**src/dbc_cfg.svh**
```systemverilog
// constants for the debug pc/data breakpoint comparator block
// assumes inclusion by the package and the design modules
`ifndef DBC_CFG_SVH
`define DBC_CFG_SVH
`define DBC_REG_PC_ADDR   4'h8
`define DBC_REG_PC_MASK   4'h9
`define DBC_REG_DATA_VAL  4'hE
`define DBC_REG_DATA_MASK 4'hF
// trigger definition field positions (one level); byte0 is bits 7:0, byte3 bits 31:24
`define DBC_TD_EN_LONG    9
`define DBC_TD_EN_WORD_LO 8
`define DBC_TD_EN_WORD_HI 7
`define DBC_TD_EN_BYTE0   6
`define DBC_TD_EN_BYTE1   5
`define DBC_TD_EN_BYTE2   4
`define DBC_TD_EN_BYTE3   3
`define DBC_TD_DATA_INV   2
`define DBC_TD_PC_EN      1
`define DBC_TD_PC_INV     0
// bus size encodings
`define DBC_SZ_LONG 2'h0
`define DBC_SZ_BYTE 2'h1
`define DBC_SZ_WORD 2'h2
`define DBC_WORD_RESET 32'h00000000
`endif

```
**src/dbc_pkg.sv**
```systemverilog
// types for the debug breakpoint comparator block
// assumes dbc_cfg.svh is in the include path
`include "dbc_cfg.svh"
package dbc_pkg;
  // registered state of the top module
  typedef struct packed {
    logic [31:0] pc_addr;
    logic [31:0] pc_mask;
    logic [31:0] data_val;
    logic [31:0] data_mask;
    logic [31:0] rd_data;
    logic        rd_valid;
    logic        pc_hit;
    logic        data_hit;
  } dbc_state_t;
endpackage : dbc_pkg

```
**src/dbc_break_cmp.sv**
```systemverilog
// top of the pc and data breakpoint comparator
// assumes one 10 MHz clock, bus strobes synchronous and one cycle wide
`timescale 1ns/100ps
`include "dbc_cfg.svh"
module dbc_break_cmp (
  // clock and reset
  input  wire logic        clk_in,
  input  wire logic        sys_rst_in,
  // debug register write, from supervisor instruction
  input  wire logic        sw_wr_in,
  input  wire logic [3:0]  sw_reg_in,
  input  wire logic [31:0] sw_data_in,
  // debugger register commands over the background debug port
  input  wire logic        dbg_wr_in,
  input  wire logic        dbg_rd_in,
  input  wire logic [3:0]  dbg_reg_in,
  input  wire logic [31:0] dbg_data_in,
  output logic [31:0]      dbg_rd_data_out,
  output logic             dbg_rd_valid_out,
  // debugger memory access data captured into the value register
  input  wire logic        dbg_mem_in,
  input  wire logic [31:0] dbg_mem_data_in,
  // trigger definition bits of one level
  input  wire logic [9:0]  trigger_definition_in,
  // processor pc and local bus transfer
  input  wire logic        pc_valid_in,
  input  wire logic [31:0] pc_in,
  input  wire logic        bus_valid_in,
  input  wire logic [31:0] bus_data_in,
  input  wire logic [1:0]  bus_addr_lo_in,
  input  wire logic [1:0]  bus_size_in,
  // registered condition results
  output logic             pc_hit_out,
  output logic             data_hit_out
);
  dbc_pkg::dbc_state_t st_r;
  dbc_pkg::dbc_state_t st_nxt;
  logic                data_match;
  logic                pc_eq;

  ////////////////////////////////////////////////////////////////////////////
  // data comparator
  dbc_data_lane #(
    .W (32)
  ) u_lane (
    .value_in    (st_r.data_val),
    .mask_in     (st_r.data_mask),
    .bus_data_in (bus_data_in),
    .addr_lo_in  (bus_addr_lo_in),
    .size_in     (bus_size_in),
    .lane_en_in  (trigger_definition_in[`DBC_TD_EN_LONG:`DBC_TD_EN_BYTE3]),
    .invert_in   (trigger_definition_in[`DBC_TD_DATA_INV]),
    .hit_out     (data_match)
  );

  ////////////////////////////////////////////////////////////////////////////
  // masked pc compare, mask one drops the bit
  assign pc_eq = ((st_r.pc_addr ^ pc_in) & ~st_r.pc_mask) == 32'h00000000;

  // next state: writes, readback, conditions
  always_comb
  begin
    st_nxt          = st_r;
    st_nxt.rd_valid = 1'b0;
    // software writes win over debugger writes in the same cycle
    if (dbg_wr_in)
    begin
      unique case (dbg_reg_in)
        `DBC_REG_PC_ADDR:   st_nxt.pc_addr   = dbg_data_in;
        `DBC_REG_PC_MASK:   st_nxt.pc_mask   = dbg_data_in;
        `DBC_REG_DATA_VAL:  st_nxt.data_val  = dbg_data_in;
        `DBC_REG_DATA_MASK: st_nxt.data_mask = dbg_data_in;
        default: ;
      endcase
    end
    if (sw_wr_in)
    begin
      unique case (sw_reg_in)
        `DBC_REG_PC_ADDR:   st_nxt.pc_addr   = sw_data_in;
        `DBC_REG_PC_MASK:   st_nxt.pc_mask   = sw_data_in;
        `DBC_REG_DATA_VAL:  st_nxt.data_val  = sw_data_in;
        `DBC_REG_DATA_MASK: st_nxt.data_mask = sw_data_in;
        default: ;
      endcase
    end
    // debug memory access reuses the value register as its data buffer
    if (dbg_mem_in)
      st_nxt.data_val = dbg_mem_data_in;
    // only address and value read back; masks are write-only, reads give zero
    if (dbg_rd_in)
    begin
      st_nxt.rd_valid = 1'b1;
      unique case (dbg_reg_in)
        `DBC_REG_PC_ADDR:  st_nxt.rd_data = st_r.pc_addr;
        `DBC_REG_DATA_VAL: st_nxt.rd_data = st_r.data_val;
        default:           st_nxt.rd_data = `DBC_WORD_RESET;
      endcase
    end
    // pc condition, inverted sense selects outside the region
    st_nxt.pc_hit   = pc_valid_in & trigger_definition_in[`DBC_TD_PC_EN]
                    & (pc_eq ^ trigger_definition_in[`DBC_TD_PC_INV]);
    st_nxt.data_hit = bus_valid_in & data_match;
  end

  // registers; pattern contents stay undefined in meaning until programmed
  always_ff @(posedge clk_in)
  begin
    if (sys_rst_in)
    begin
      st_r.pc_addr   <= `DBC_WORD_RESET;
      st_r.pc_mask   <= `DBC_WORD_RESET;
      st_r.data_val  <= `DBC_WORD_RESET;
      st_r.data_mask <= `DBC_WORD_RESET;
      st_r.rd_data   <= `DBC_WORD_RESET;
      st_r.rd_valid  <= 1'b0;
      st_r.pc_hit    <= 1'b0;
      st_r.data_hit  <= 1'b0;
    end
    else
      st_r <= st_nxt;
  end

  assign dbg_rd_data_out  = st_r.rd_data;
  assign dbg_rd_valid_out = st_r.rd_valid;
  assign pc_hit_out       = st_r.pc_hit;
  assign data_hit_out     = st_r.data_hit;
endmodule : dbc_break_cmp

```
**src/dbc_data_lane.sv**
```systemverilog
// data lane comparator: masked compare of one bus transfer against the pattern
// assumes size and address are stable with the data strobe, in one clock
`timescale 1ns/100ps
`include "dbc_cfg.svh"
module dbc_data_lane #(
  parameter int W = 32
) (
  // pattern
  input  wire logic [W-1:0] value_in,
  input  wire logic [W-1:0] mask_in,
  // transfer
  input  wire logic [W-1:0] bus_data_in,
  input  wire logic [1:0]   addr_lo_in,
  input  wire logic [1:0]   size_in,
  // lane enables from the trigger definition: lw, wl, wu, ll, lm, um, uu
  input  wire logic [6:0]   lane_en_in,
  input  wire logic         invert_in,
  // result
  output logic              hit_out
);
  logic [3:0] byte_eq;
  logic [3:0] sel;
  logic       eq;
  logic       en;

  // per byte masked equality, byte 3 is bits 31:24
  always_comb
  begin
    for (int i = 0; i < 4; i++)
    begin
      byte_eq[i] = ((value_in[i*8 +: 8] ^ bus_data_in[i*8 +: 8]) & ~mask_in[i*8 +: 8]) == 8'h00;
    end
  end

  // operand lanes by size and address; words ignore address bit 0, longs ignore the address
  always_comb
  begin
    unique case (size_in)
      `DBC_SZ_BYTE: sel = 4'h8 >> addr_lo_in;
      `DBC_SZ_WORD: sel = addr_lo_in[1] ? 4'h3 : 4'hC;
      default:      sel = 4'hF;
    endcase
  end

  // an enabled lane must equal the operand's lanes exactly; all selected bytes must match
  always_comb
  begin
    en = (lane_en_in[6] & (sel == 4'hF))
       | (lane_en_in[5] & (sel == 4'h3)) | (lane_en_in[4] & (sel == 4'hC))
       | (lane_en_in[3] & (sel == 4'h1)) | (lane_en_in[2] & (sel == 4'h2))
       | (lane_en_in[1] & (sel == 4'h4)) | (lane_en_in[0] & (sel == 4'h8));
    eq = &(byte_eq | ~sel);
    hit_out = en & (eq ^ invert_in);
  end
endmodule : dbc_data_lane

```
**config.mk**
```make
export PLATFORM = sky130hd
export DESIGN_NAME = dbc_break_cmp
export DESIGN_NICKNAME = d
export VERILOG_FILES = /design/src/dbc_pkg.sv /design/src/dbc_break_cmp.sv /design/src/dbc_data_lane.sv
export VERILOG_INCLUDE_DIRS = /design/src
export SDC_FILE = /design/constraint.sdc
export NUM_CORES = 1
export LEC_CHECK = 0
export BUFFER_PORTS_ARGS = -buffer_cell sky130_fd_sc_hd__buf_2
export CORE_MARGIN = 1
export CORE_UTILIZATION = 58
export DETAILED_ROUTE_END_ITERATION = 12
export PLACE_DENSITY_LB_ADDON = 0.2
export SLEW_MARGIN = 0
export SYNTH_ARGS = -nofsm -noshare
export SYNTH_HDL_FRONTEND = slang
export SYNTH_SLANG_ARGS = --single-unit
```
**constraint.sdc**
```tcl
create_clock -name clk_in -period 2.65 [get_ports clk_in]
set_input_delay 0.265 -clock clk_in [delete_from_list [all_inputs] [get_ports clk_in]]
set_output_delay 0.265 -clock clk_in [all_outputs]
set_load 0.02 [all_outputs]
```
==> metrics.md, run 1 <==
| Metric | Value |
|---|---|
| WHS Endpoint | st_r[93]$_SDFF_PP0_ |
| Tcrit/Tclk final | 84.4% |
| Flop-to-flop setup slack | 0.41 ns |
| Max-cap violations | 0 |
| Switching power | 0.00153 W |
| Clk pwr share | 43.0% |
| Fin Hold WS | 0.0656 ns |
| Tot GR Track Use | 34.0% |
| RSZ-0062 raised after global routing | false |
| Min-delay worst type | input pin to flop |
| Die span in y | 124 um |
| HPWL after DPL | 17200 um |
| PnR worst setup slack | 0.412 ns |
| DRC violations left | 0 |
| Buffer count from post-CTS setup fixing | 0 |
| Slew Viols, Final | 0 |
| CTS Hold Buffers Added | 0 |
| Worst setup EP type | flop |
| Crit-path max FO | 3 |
| CTS buffer count | 17 |
| CTS sink cnt | 163 |
| Syn_nets | 1235 |
| FF-to-FF Start | st_r[85]$_SDFF_PP0_ |
| # port buffers | 224 |
| Peak VDD IR | 0.433 mV |
| Placement Setup Slack | 0.438 ns |
| Simple logic cell fraction of the synthesized area | 17.4% |
| Compound-gate portion of the synthesized area | 22.5% |
| Layout area overhead | 18.3% |
| RePlAce Congestion | 0.859 |
| Clock root buffer | clkbuf_16 |
| Total Nets Final | 1370 |
| Final hold vios | 0 |
| Post-Syn Area | 8600 um2 |
| R2R Path End | data_hit_out$_SDFF_PP0_ |
| Starting density of the core | 59.4% |
| Die width | 124 um |
| Layout cells sized above 1 | 23.6% |
| Leading cell types in the layout, fill and taps excluded | 223 x buf_2, 192 x nor2_1, 163 x dfxtp_1, 97 x a211oi_1, 71 x nand2_1 |
| Finished Cell Area | 10200 um2 |
| Commonest non-fill, non-tap cell in the layout | buf_2 |
| Initial antenna violation count | 2 |
| Comb power frac | 13.2% |
| H-Tree Depth | 4 |
| Largest family of logic cells by synthesized area | compound AO/OA/AOI/OAI gates |
| 1st-iter DRT viols | 841 |
| Total grt overflow | 0 |
| Worst-path clk slew | 0.06 ns |
| ANT nets after route | 0 |
| CTS tree | built |
| Wire length per cell | 18.8 um |
| Vias in the first global route | 7665 |
| Pin count of the biggest net entering global routing | 66 |
| First-pass GRT wire length | 40000 um |
| Sw Ratio | 25.4% |
| Die area | 15300 um2 |
| Synth area leaders | dfxtp_1 38%, a211oi_1 8.5%, nor2_1 8.4%, mux2i_1 7.7%, a311oi_1 6.5% |
| Minimum clock period | 2.24 ns |
| Slew @ Worst Pin | 1.22 ns |
| Register area share after synthesis | 38.0% |
| Post-Synth Adder-Cell Area | 0.291% |
| Ports | 225 |
| Leakage power | 3.96 nW |
| Synth Warn # | 0 |
| Vias per cell | 6.21 |
| Startpoint Class | flop |
| Ys async rst share | 0% |
| Avg Cell Area, Syn | 8.24 um2 |
| Synth top area share | 38.0% |
| Resized Gates After CTS | 0 |
| Sequential share of power | 43.8% |
| Synthesized instance count | 1043 |
| R2r worst-path depth | 7 |
| Dpl cell area | 9560 um2 |
| Final Util | 70.3% |
| Multiplexer share of the synthesized area | 7.95% |
| Max Fclk | 0.447 GHz |
| Cell Rows | 44 |
| Post-synth EDFFs | 0 |
| Top FF cell, synth | dfxtp_1 |
| Synth unique cells | 34 |
| Xor and xnor area share after synthesis | 6.62% |
| Leading area contributor after synthesis | dfxtp_1 |
| Outcome | finished clean |
| # setup viols final | 0 |
| Setup Crit Path Kind | flop to flop |
| Post-synthesis register bit count | 163 |
| Fin Setup TNS | 0 ns |
| Clock skew | 0.00548 ns |
| Max-slew headroom | 18.7% |
| Clock latency on the worst-skew pair | 0.43 ns |
| Core area | 14500 um2 |
| Critical Path AT | 2.59 ns |
| Via count | 8557 |
| Worst Hold Depth | 3 |
| Routed WL | 26000 um |
| HP Start | dbg_mem_data_in[26] |
| Pwr Density | 591 nW/um2 |
| Req. time, crit path | 3.00 ns |
| Pint | 0.00449 W |
| Pre-antenna DRT Iters | 5 |
| Clock Path Buffers | 2 |
| Fill count | 1224 |
## synthesized netlist by cell type, types with 4 or more instances
cell type,count
a21oi_1,34
dfxtp_1,163
o22ai_1,33
a22oi_1,32
nand3_1,65
buf_1,5
a211oi_1,97
xnor2_1,64
clkbuf_1,66
mux2i_1,66
nor2_1,192
nand2_1,73
buf_4,32
buf_2,21
inv_1,4
nor4_1,6
a311oi_1,64
## power groups by stage
stage	combinational [W]	sequential [W]	clock, W
detailed placement	0.000782	0.00269	0
CTS	0.000787	0.00263	0.00259
global placement	0.000775	0.00268	0
floorplan	0.000482	0.00266	0
finish	0.000794	0.00263	0.00258
global route	0.000863	0.00264	0.00270
## routing by layer
metal | up-vias | global-route usage, % | routed length, um
li1 | 4040 | - | -
met3 | 47 | 4.30 | 1990
met5 | - | 0 | 0
met2 | 447 | 52.9 | 12200
met4 | 0 | 15.4 | 750
met1 | 4023 | 46.9 | 11000
## state kept, by name, summed over array words and instances, names as in the netlist
| signal | flops |
|---|---|
| data_hit_out | 1 |
| dbg_rd_data_out | 32 |
| dbg_rd_valid_out | 1 |
| pc_hit_out | 1 |
| st_r | 128 |
## cell type report
type	count	area (um2)	area share, %
Timing Repair Buffer	240	1320	13.0
Sequential cell	163	3260	32.1
Clock buffer	20	447	4.39
Multi-Input combinational cell	752	4730	46.5
Inverter	4	15.0	0.148
Clock inverter	11	160	1.57
Antenna cell	4	10.0	0.0984
Tap cell	184	230	2.26
## worst max path at each step
stage | from | to | slack, ns | cells after the start
after floorplan | st_r[90]$_SDFF_PP0_ | data_hit_out$_SDFF_PP0_ | 1.07 | 6
after global placement | dbg_wr_in | st_r[125]$_SDFF_PP0_ | 0.54 | 5
after detailed placement | dbg_wr_in | st_r[122]$_SDFF_PP0_ | 0.44 | 5
after CTS | st_r[83]$_SDFF_PP0_ | data_hit_out$_SDFF_PP0_ | 0.48 | 7
after global routing | st_r[85]$_SDFF_PP0_ | data_hit_out$_SDFF_PP0_ | 0.33 | 7
final | st_r[85]$_SDFF_PP0_ | data_hit_out$_SDFF_PP0_ | 0.41 | 7
## metrics by stage
stage	instances	total power, W
final	1378	0.00601
after global routing	1376	0.00621
after CTS	1374	0.00601
after floorplan	1043	0.00315
after global placement	1343	0.00346
after detailed placement	1343	0.00347
## critical path: stages, from the launching register on
cell and delay [ns]:
dfxtp_1 0.37, xnor2_1 0.14, o22ai_1 0.12, nor4_1 0.58, buf_4 0.24, a41oi_1 0.13, nor4_2 0.35, mux2i_1 0.23
## cell families (layout without fill, tap and decap cells)
| logic type | after synthesis | after routing |
|---|---|---|
| xor+xnor | 65 | 65 |
| buf+inv | 128 | 275 |
| simple gates | 354 | 354 |
| flops | 163 | 163 |
| other cells | 0 | 4 |
| mux | 67 | 67 |
| compound gates | 264 | 264 |
| fa+ha+maj | 2 | 2 |
Power figures use the tool's default switching activity.
==> inputs of run 2 (changes only) <==
--- a/config.mk
+++ b/config.mk
@@ -6,9 +6,10 @@
 export SDC_FILE = /design/constraint.sdc
 export NUM_CORES = 1
 export LEC_CHECK = 0
+export ABC_AREA = 1
 export BUFFER_PORTS_ARGS = -buffer_cell sky130_fd_sc_hd__buf_2
 export CORE_MARGIN = 1
-export CORE_UTILIZATION = 58
+export CORE_UTILIZATION = 55
 export DETAILED_ROUTE_END_ITERATION = 12
 export PLACE_DENSITY_LB_ADDON = 0.2
 export SLEW_MARGIN = 0
==> constraint.sdc (replaced) <==
create_clock -name clk_in -period 2.3 [get_ports clk_in]
set_input_delay 0.23 -clock clk_in [delete_from_list [all_inputs] [get_ports clk_in]]
set_output_delay 0.23 -clock clk_in [all_outputs]
set_load 0.02 [all_outputs]
==> run 2 against run 1 <==
Compared with the run above: first-iteration DRC count shrank 4.2%; sequential power grew 16%; sequential cell count stayed put; die area rose by 20%; clock power up 18%; largest cell class unchanged; critical path type unchanged; combinational power increased by 32%; non-clock buffer count up 5; global-route usage shrank 1.7 points; worst hold slack worse by 0.059 ns.
==> metrics.md, run 2 <==
| Metric | Value |
|---|---|
| Tot GR Track Use | 32.3% (-1.7 points) |
| CTS tree | built |
| Slew @ Worst Pin | 0.681 ns (-0.538 ns) |
| Total Nets Final | 1843 (+35%) |
| Worst setup EP type | flop |
| # setup viols final | 0 (unchanged) |
| WL met2 | 13700 um (+13%) |
| Initial antenna violation count | 0 (-2) |
| Pre-antenna DRT Iters | 7 (+2) |
| Clock root buffer | clkbuf_16 |
| N_diodes | 0 (-4) |
| Placement Setup Slack | 0.430 ns (-0.00773 ns) |
| Flop-to-flop setup slack | 0.71 ns (+0.30 ns) |
| WL met3 | 2250 um (+13%) |
| Syn_nets | 1696 (+37%) |
| Buffer count from post-CTS setup fixing | 0 (unchanged) |
| RSZ-0062 raised after global routing | false |
| Min-delay worst type | input pin to flop |
| Top FF cell, synth | dfxtp_1 |
| Leakage power | 6.30 nW (+59%) |
| DRC violations left | 0 (unchanged) |
| Starting density of the core | 56.5% (-2.9 points) |
| Critical Path Most Common Cell | nand2_1 |
| First-pass GRT wire length | 46400 um (+16%) |
| Synth top cells by count | 286 x nand2_1, 268 x inv_1, 268 x o21ai_0 |
| Slew Viols, Final | 0 (unchanged) |
| Ys async rst share | 0% (unchanged) |
| Fin Setup TNS | 0 ns (unchanged) |
| R2R Path End | data_hit_out$_SDFF_PP0_ |
| Max reg flops | 128 (unchanged) |
| Finished Cell Area | 11400 um2 (+12%) |
| Leading cell types in the layout, fill and taps excluded | 285 x nand2_1, 268 x o21ai_0, 267 x inv_1, 224 x buf_2, 163 x dfxtp_1 |
| Worst Hold Depth | 2 (-1) |
| Final hold vios | 0 (unchanged) |
| Dpl cell area | 10800 um2 (+13%) |
| Clock Path Buffers | 2 (unchanged) |
| Req. time, crit path | 2.63 ns (-0.37 ns) |
| Metal1 wirelength | 12700 um (+15%) |
| CP peak stage delay | 0.34 ns (-0.24 ns) |
| ANT nets after route | 0 (unchanged) |
| Post-synthesis register bit count | 163 (unchanged) |
| CTS Hold Buffers Added | 0 (unchanged) |
| FF-to-FF Start | st_r[67]$_SDFF_PP0_ |
| Total power | 0.00714 W (+19%) |
| RePlAce Congestion | 0.866 (+0.83%) |
| Peak VDD IR | 0.563 mV (+30%) |
| 1st-iter DRT viols | 806 (-4.2%) |
| WHS Endpoint | dbg_rd_valid_out$_SDFF_PP0_ |
| H-Tree Depth | 4 (unchanged) |
| Total grt overflow | 0 (unchanged) |
| Via count | 10300 (+20%) |
| Core area | 17300 um2 (+19%) |
| Max layer used | met4 |
| CP top delay family | simple AND/OR/NAND/NOR gates |
| Max-cap violations | 0 (unchanged) |
| HP Start | sys_rst_in |
| Pwr Density | 626 nW/um2 (+6.0%) |
| Resized Gates After CTS | 0 (unchanged) |
| Outcome | finished clean |
| Die span in y | 135 um (+9.3%) |
| Routed WL | 29300 um (+13%) |
| Wire length per cell | 15.5 um (-17%) |
| # port buffers | 224 (unchanged) |
| Ports | 225 (unchanged) |
| Avg Cell Area, Syn | 6.50 um2 (-21%) |
| Startpoint Class | flop |
| Layout area overhead | 16.6% |
| R2r worst-path depth | 11 (+4) |
| Commonest non-fill, non-tap cell in the layout | nand2_1 |
| Max Fclk | 0.629 GHz (+41%) |
| Minimum clock period | 1.59 ns (-0.649 ns) |
| Clock skew | 0.00957 ns (+0.00409 ns) |
| CTS sink cnt | 163 (unchanged) |
| Max-slew headroom | 54.6% (+36 points) |
| HPWL after DPL | 19100 um (+11%) |
| Crit path depth | 11 (+4) |
| Die area | 18300 um2 (+20%) |
| Fin Hold WS | 0.00688 ns (-0.0587 ns) |
| Synth top area share | 33.4% (-4.6 points) |
| Critical Path AT | 1.92 ns (-0.67 ns) |
| Synth Warn # | 0 (unchanged) |
| Crit-path max FO | 4 (+1) |
| Crit-path cells | or2_2 -> nand2_1 -> nand2_1 -> nor2_1 -> nand2_1 -> nand2_1 -> nand2_1 -> nor2_1 -> nand2_1 -> nand2_1 -> nor2_1 |
| Setup Crit Path Kind | flop to flop |
| Biggest register | st_r |
| Vias per cell | 5.46 (-12%) |
| Worst path bufs/invs | 0 (-1) |
| Leading area contributor after synthesis | dfxtp_1 |
| Synth unique cells | 27 (-21%) |
| Synthesized instance count | 1504 (+44%) |
| Slowest cell on crit path | dfxtp_1 |
| Worst-path clk slew | 0.07 ns (about the same) |
| CTS buffer count | 17 (unchanged) |
| Synth area leaders | dfxtp_1 33%, o21ai_0 14%, nand2_1 11%, inv_1 10%, o21bai_1 7.4% |
| Post-synth EDFFs | 0 (unchanged) |
| Cell Rows | 48 (+9.1%) |
| Most frequent cell after synthesis | nand2_1 |
| Post-Syn Area | 9770 um2 (+14%) |
| Layout cells sized above 1 | 17.7% (-5.9 points) |
| Clock latency on the worst-skew pair | 0.43 ns (about the same) |
| PnR worst setup slack | 0.711 ns (+0.299 ns) |
| Register area share after synthesis | 33.4% (-4.6 points) |
| Pin count of the biggest net entering global routing | 162 (+150%) |
| Vias in the first global route | 9411 (+23%) |
| Die width | 135 um (+9.3%) |
| Tcrit/Tclk final | 69.1% (-15 points) |
## run 2: logic make-up (layout without fill, tap and decap cells)
family	Yosys count	count (layout)	share of synthesized area, %
AOI/OAI and AO/OA	506	506	30.4
and+or+nand+nor	432	432	17.8
buffers and inverters	386	544	16.7
DFF	163	163	33.4
xor gates and xnor gates	15	15	1.34
adders and majority gates	2	2	0.256
## run 2: cell type report
class                           instances  area, um2
Tap cell                              225        282
Clock inverter                          9        155
Timing Repair Buffer                  245       1340
Inverter                              269       1010
Clock buffer                           21        460
Fill cell                            1589       5900
Sequential cell                       163       3260
Multi-Input combinational cell        955       4880
## run 2: power breakdown
part | switching, W | leakage, nW | internal, W
registers | 0.0000883 | 1.33 | 0.00295
clock network | 0.00118 | 0.299 | 0.00186
logic | 0.000615 | 4.67 | 0.000439
## run 2: worst max path at each step
| stage | startpoint | endpoint | slack [ns] |
|---|---|---|---|
| finish | st_r[67]$_SDFF_PP0_ | data_hit_out$_SDFF_PP0_ | 0.71 |
| global route | st_r[75]$_SDFF_PP0_ | data_hit_out$_SDFF_PP0_ | 0.56 |
| CTS | st_r[67]$_SDFF_PP0_ | data_hit_out$_SDFF_PP0_ | 0.71 |
| detailed placement | dbg_reg_in[2] | st_r[99]$_SDFF_PP0_ | 0.43 |
| global placement | dbg_reg_in[2] | st_r[115]$_SDFF_PP0_ | 0.52 |
| floorplan | dbg_reg_in[3] | st_r[123]$_SDFF_PP0_ | 0.92 |
## run 2: per-stage QoR
step	cells	util [%]
final	1887	65.9
after global routing	1887	65.9
after floorplan	1504	-
after detailed placement	1857	62.3
after global placement	1857	62.3
after CTS	1887	65.9
## run 2: metal layers
metal  GRT usage [%]  vias up
li1                -     5093
met4            11.4        0
met1            41.3     4696
met3            6.25       48
met5               0        -
met2            53.8      457
==> inputs of run 3 (changes only) <==
--- a/config.mk
+++ b/config.mk
@@ -6,10 +6,10 @@
 export SDC_FILE = /design/constraint.sdc
 export NUM_CORES = 1
 export LEC_CHECK = 0
-export ABC_AREA = 1
+export ABC_AREA = 0
 export BUFFER_PORTS_ARGS = -buffer_cell sky130_fd_sc_hd__buf_2
 export CORE_MARGIN = 1
-export CORE_UTILIZATION = 55
+export CORE_UTILIZATION = 48
 export DETAILED_ROUTE_END_ITERATION = 12
 export PLACE_DENSITY_LB_ADDON = 0.2
 export SLEW_MARGIN = 0
==> constraint.sdc (replaced) <==
create_clock -name clk_in -period 1.3 [get_ports clk_in]
set_input_delay 0.13 -clock clk_in [delete_from_list [all_inputs] [get_ports clk_in]]
set_output_delay 0.13 -clock clk_in [all_outputs]
set_load 0.02 [all_outputs]
==> run 3 against run 2 <==
Compared with the run above: the flow now finishes with violations (setup timing); first-iteration DRC count increased by 7.4%; core utilization increased by 2.1 points; sequential cell count unchanged; sequential share of layout area decreased by 0.85 points; register-to-register slack got worse by 1.2 ns.
==> metrics.md, run 3 (synthesis results as in run 1) <==
| Metric | Value |
|---|---|
| Outcome | finished, violations left |
| Failing checks | setup timing |
| Total grt overflow | 0 (unchanged) |
| Clock root buffer | clkbuf_16 |
| Max-cap violations | 0 (unchanged) |
| Min-delay worst type | input pin to flop |
| Pin count of the biggest net entering global routing | 66 (-59%) |
| Minimum clock period | 1.78 ns (+0.195 ns) |
| Peak VDD IR | 0.957 mV (+70%) |
| Startpoint Class | flop |
| Leakage power | 4.88 nW (-23%) |
| # setup viols final | 2 (+2) |
| Dpl cell area | 10600 um2 (-1.5%) |
| Core area | 17400 um2 (+0.69%) |
| PnR worst setup slack | -0.484 ns (-1.20 ns) |
| Worst setup EP type | flop |
| Total Nets Final | 1514 (-18%) |
| Switching power | 0.00346 W (+84%) |
| Die span in y | 136 um (+0.40%) |
| Wire length per cell | 18.7 um (+20%) |
| Tcrit/Tclk final | 137% (+68 points) |
| Worst path bufs/invs | 1 (+1) |
| Layout cells sized above 1 | 33.2% (+15 points) |
| Crit-path max FO | 2 (-2) |
| Crit-path cells | xnor2_2 -> o22ai_2 -> nor4_2 -> buf_4 -> a41oi_2 -> nor4_2 -> mux2i_1 |
| Pre-antenna DRT Iters | 6 (-1) |
| Finished Cell Area | 11800 um2 (+3.8%) |
| Initial antenna violation count | 2 (+2) |
| Biggest register | st_r |
| Setup Crit Path Kind | flop to flop |
| ANT nets after route | 0 (unchanged) |
| Req. time, crit path | 1.66 ns (-0.97 ns) |
| Cell Rows | 48 (unchanged) |
| CP peak stage delay | 0.34 ns (about the same) |
| Tot GR Track Use | 31.6% (-0.68 points) |
| Fin Setup TNS | -0.728 ns (-0.728 ns) |
| Max Fclk | 0.560 GHz (-11%) |
| Flop-to-flop setup slack | -0.48 ns (-1.20 ns) |
| HPWL after DPL | 20100 um (+5.3%) |
| DRC violations left | 0 (unchanged) |
| Commonest non-fill, non-tap cell in the layout | buf_2 |
| Critical Path Most Common Cell | nor4_2 |
| Final hold vios | 0 (unchanged) |
| Max reg flops | 128 (unchanged) |
| CTS sink cnt | 163 (unchanged) |
| First-pass GRT wire length | 45100 um (-2.8%) |
| Comb power frac | 16.4% (+1.6 points) |
| Vias in the first global route | 8509 (-9.6%) |
| Max-slew headroom | 75.9% (+21 points) |
| CTS tree | built |
| Layout area overhead | 37.6% |
| Fill count | 1451 (-8.7%) |
| Starting density of the core | 49.4% (-7.1 points) |
| Sw Ratio | 27.4% (+1.0 points) |
| Clock latency on the worst-skew pair | 0.43 ns (about the same) |
| Ports | 225 (unchanged) |
| Slowest cell on crit path | dfxtp_2 |
| # port buffers | 224 (unchanged) |
| Die area | 18500 um2 (+0.81%) |
| Clock Path Buffers | 2 (unchanged) |
| Clock skew | 0.00983 ns (+0.000255 ns) |
| Multi-input gate area | 4970 um2 (+1.9%) |
| H-Tree Depth | 4 (unchanged) |
| Slew Viols, Final | 0 (unchanged) |
| Vias per cell | 5.84 (+7.0%) |
| Via count | 9108 (-12%) |
| Routed WL | 29200 um (-0.40%) |
| CP top delay family | simple AND/OR/NAND/NOR gates |
| Die width | 136 um (+0.40%) |
| Clk pwr share | 41.2% (-1.4 points) |
| Sequential share of power | 42.4% (-0.2 points) |
| Worst-path clk slew | 0.07 ns (about the same) |
| 1st-iter DRT viols | 866 (+7.4%) |
| CTS buffer count | 17 (unchanged) |
| RSZ-0062 raised after global routing | true |
| RePlAce Congestion | 0.859 (-0.80%) |
| Final Util | 67.9% (+2.1 points) |
| Leading cell types in the layout, fill and taps excluded | 223 x buf_2, 192 x nor2_1, 143 x dfxtp_1, 106 x buf_4, 97 x a211oi_1 |
| Sequential Area | 3290 um2 (+0.77%) |
| Critical Path AT | 2.15 ns (+0.23 ns) |
| Pint | 0.00918 W (+75%) |
| Slew @ Worst Pin | 0.358 ns (-0.322 ns) |
| Pwr Density | 1070 nW/um2 (+71%) |
| N_diodes | 0 (unchanged) |
==> run 3: path summary, 6_finish.rpt <==
| check | start | endpoint | cells after the start |
|---|---|---|---|
| worst min register to register | dbg_rd_data_out[19]$_SDFFE_PP0P_ | dbg_rd_data_out[19]$_SDFFE_PP0P_ | 2 |
| worst max register to register | st_r[98]$_SDFF_PP0_ | data_hit_out$_SDFF_PP0_ | 7 |
| worst max-delay path | st_r[98]$_SDFF_PP0_ | data_hit_out$_SDFF_PP0_ | 7 |
| worst min-delay path | trigger_definition_in[2] | data_hit_out$_SDFF_PP0_ | 4 |
==> run 3: layout make-up <==
type,count,area share (%)
Multi-Input combinational cell,752,42.0
Clock inverter,12,1.23
Clock buffer,20,3.86
Sequential cell,163,27.8
Tap cell,225,2.38
Timing Repair Buffer,384,22.6
Inverter,4,0.127
==> run 3: worst reg2reg max path: stages (launching register included) <==
cell	delay, ns
dfxtp_2	0.34
xnor2_2	0.14
o22ai_2	0.12
nor4_2	0.29
buf_4	0.18
a41oi_2	0.12
nor4_2	0.32
mux2i_1	0.21
==> run 3: power by group through the flow <==
| stage | Clock [W] | Combinational (W) | Sequential [W] |
|---|---|---|---|
| 3_3_place_gp | 0 | 0.00186 | 0.00544 |
| 6_report | 0.00521 | 0.00208 | 0.00536 |
| 3_5_place_dp | 0 | 0.00187 | 0.00545 |
| 2_1_floorplan | 0 | 0.000982 | 0.00543 |
| 4_1_cts | 0.00523 | 0.00198 | 0.00534 |
| 5_1_grt | 0.00548 | 0.00224 | 0.00537 |
==> run 3: what timing repair did <==
action                                 in CTS  in global routing
hold buffers                               34                  0
endpoints found under the hold margin      33                  0
resized for setup                           8                 34
buffers inserted                            0                  3
pin swaps                                   6                 21
setup endpoints to repair                   2                  2
==> run 3: metrics by stage <==
step / worst slack, ns / power [W] / hold WS, ns / cells
2_1_floorplan: -0.180 / 0.00642 / 0.248 / 1043
3_5_place_dp: -0.428 / 0.00732 / 0.373 / 1491
3_3_place_gp: -0.375 / 0.00730 / 0.367 / 1491
6_report: -0.484 / 0.0126 / 0.00627 / 1560
4_1_cts: -0.436 / 0.0125 / 0.00270 / 1557
5_1_grt: -0.573 / 0.0131 / 0.0111 / 1560
==> run 3: per-layer routing <==
metal	vias up	wire, um	GRT usage [%]
li1	4337	-	-
met2	416	13900	51.8
met3	58	2130	5.63
met4	2	484	9.18
met5	-	13	0
met1	4295	12700	42.1
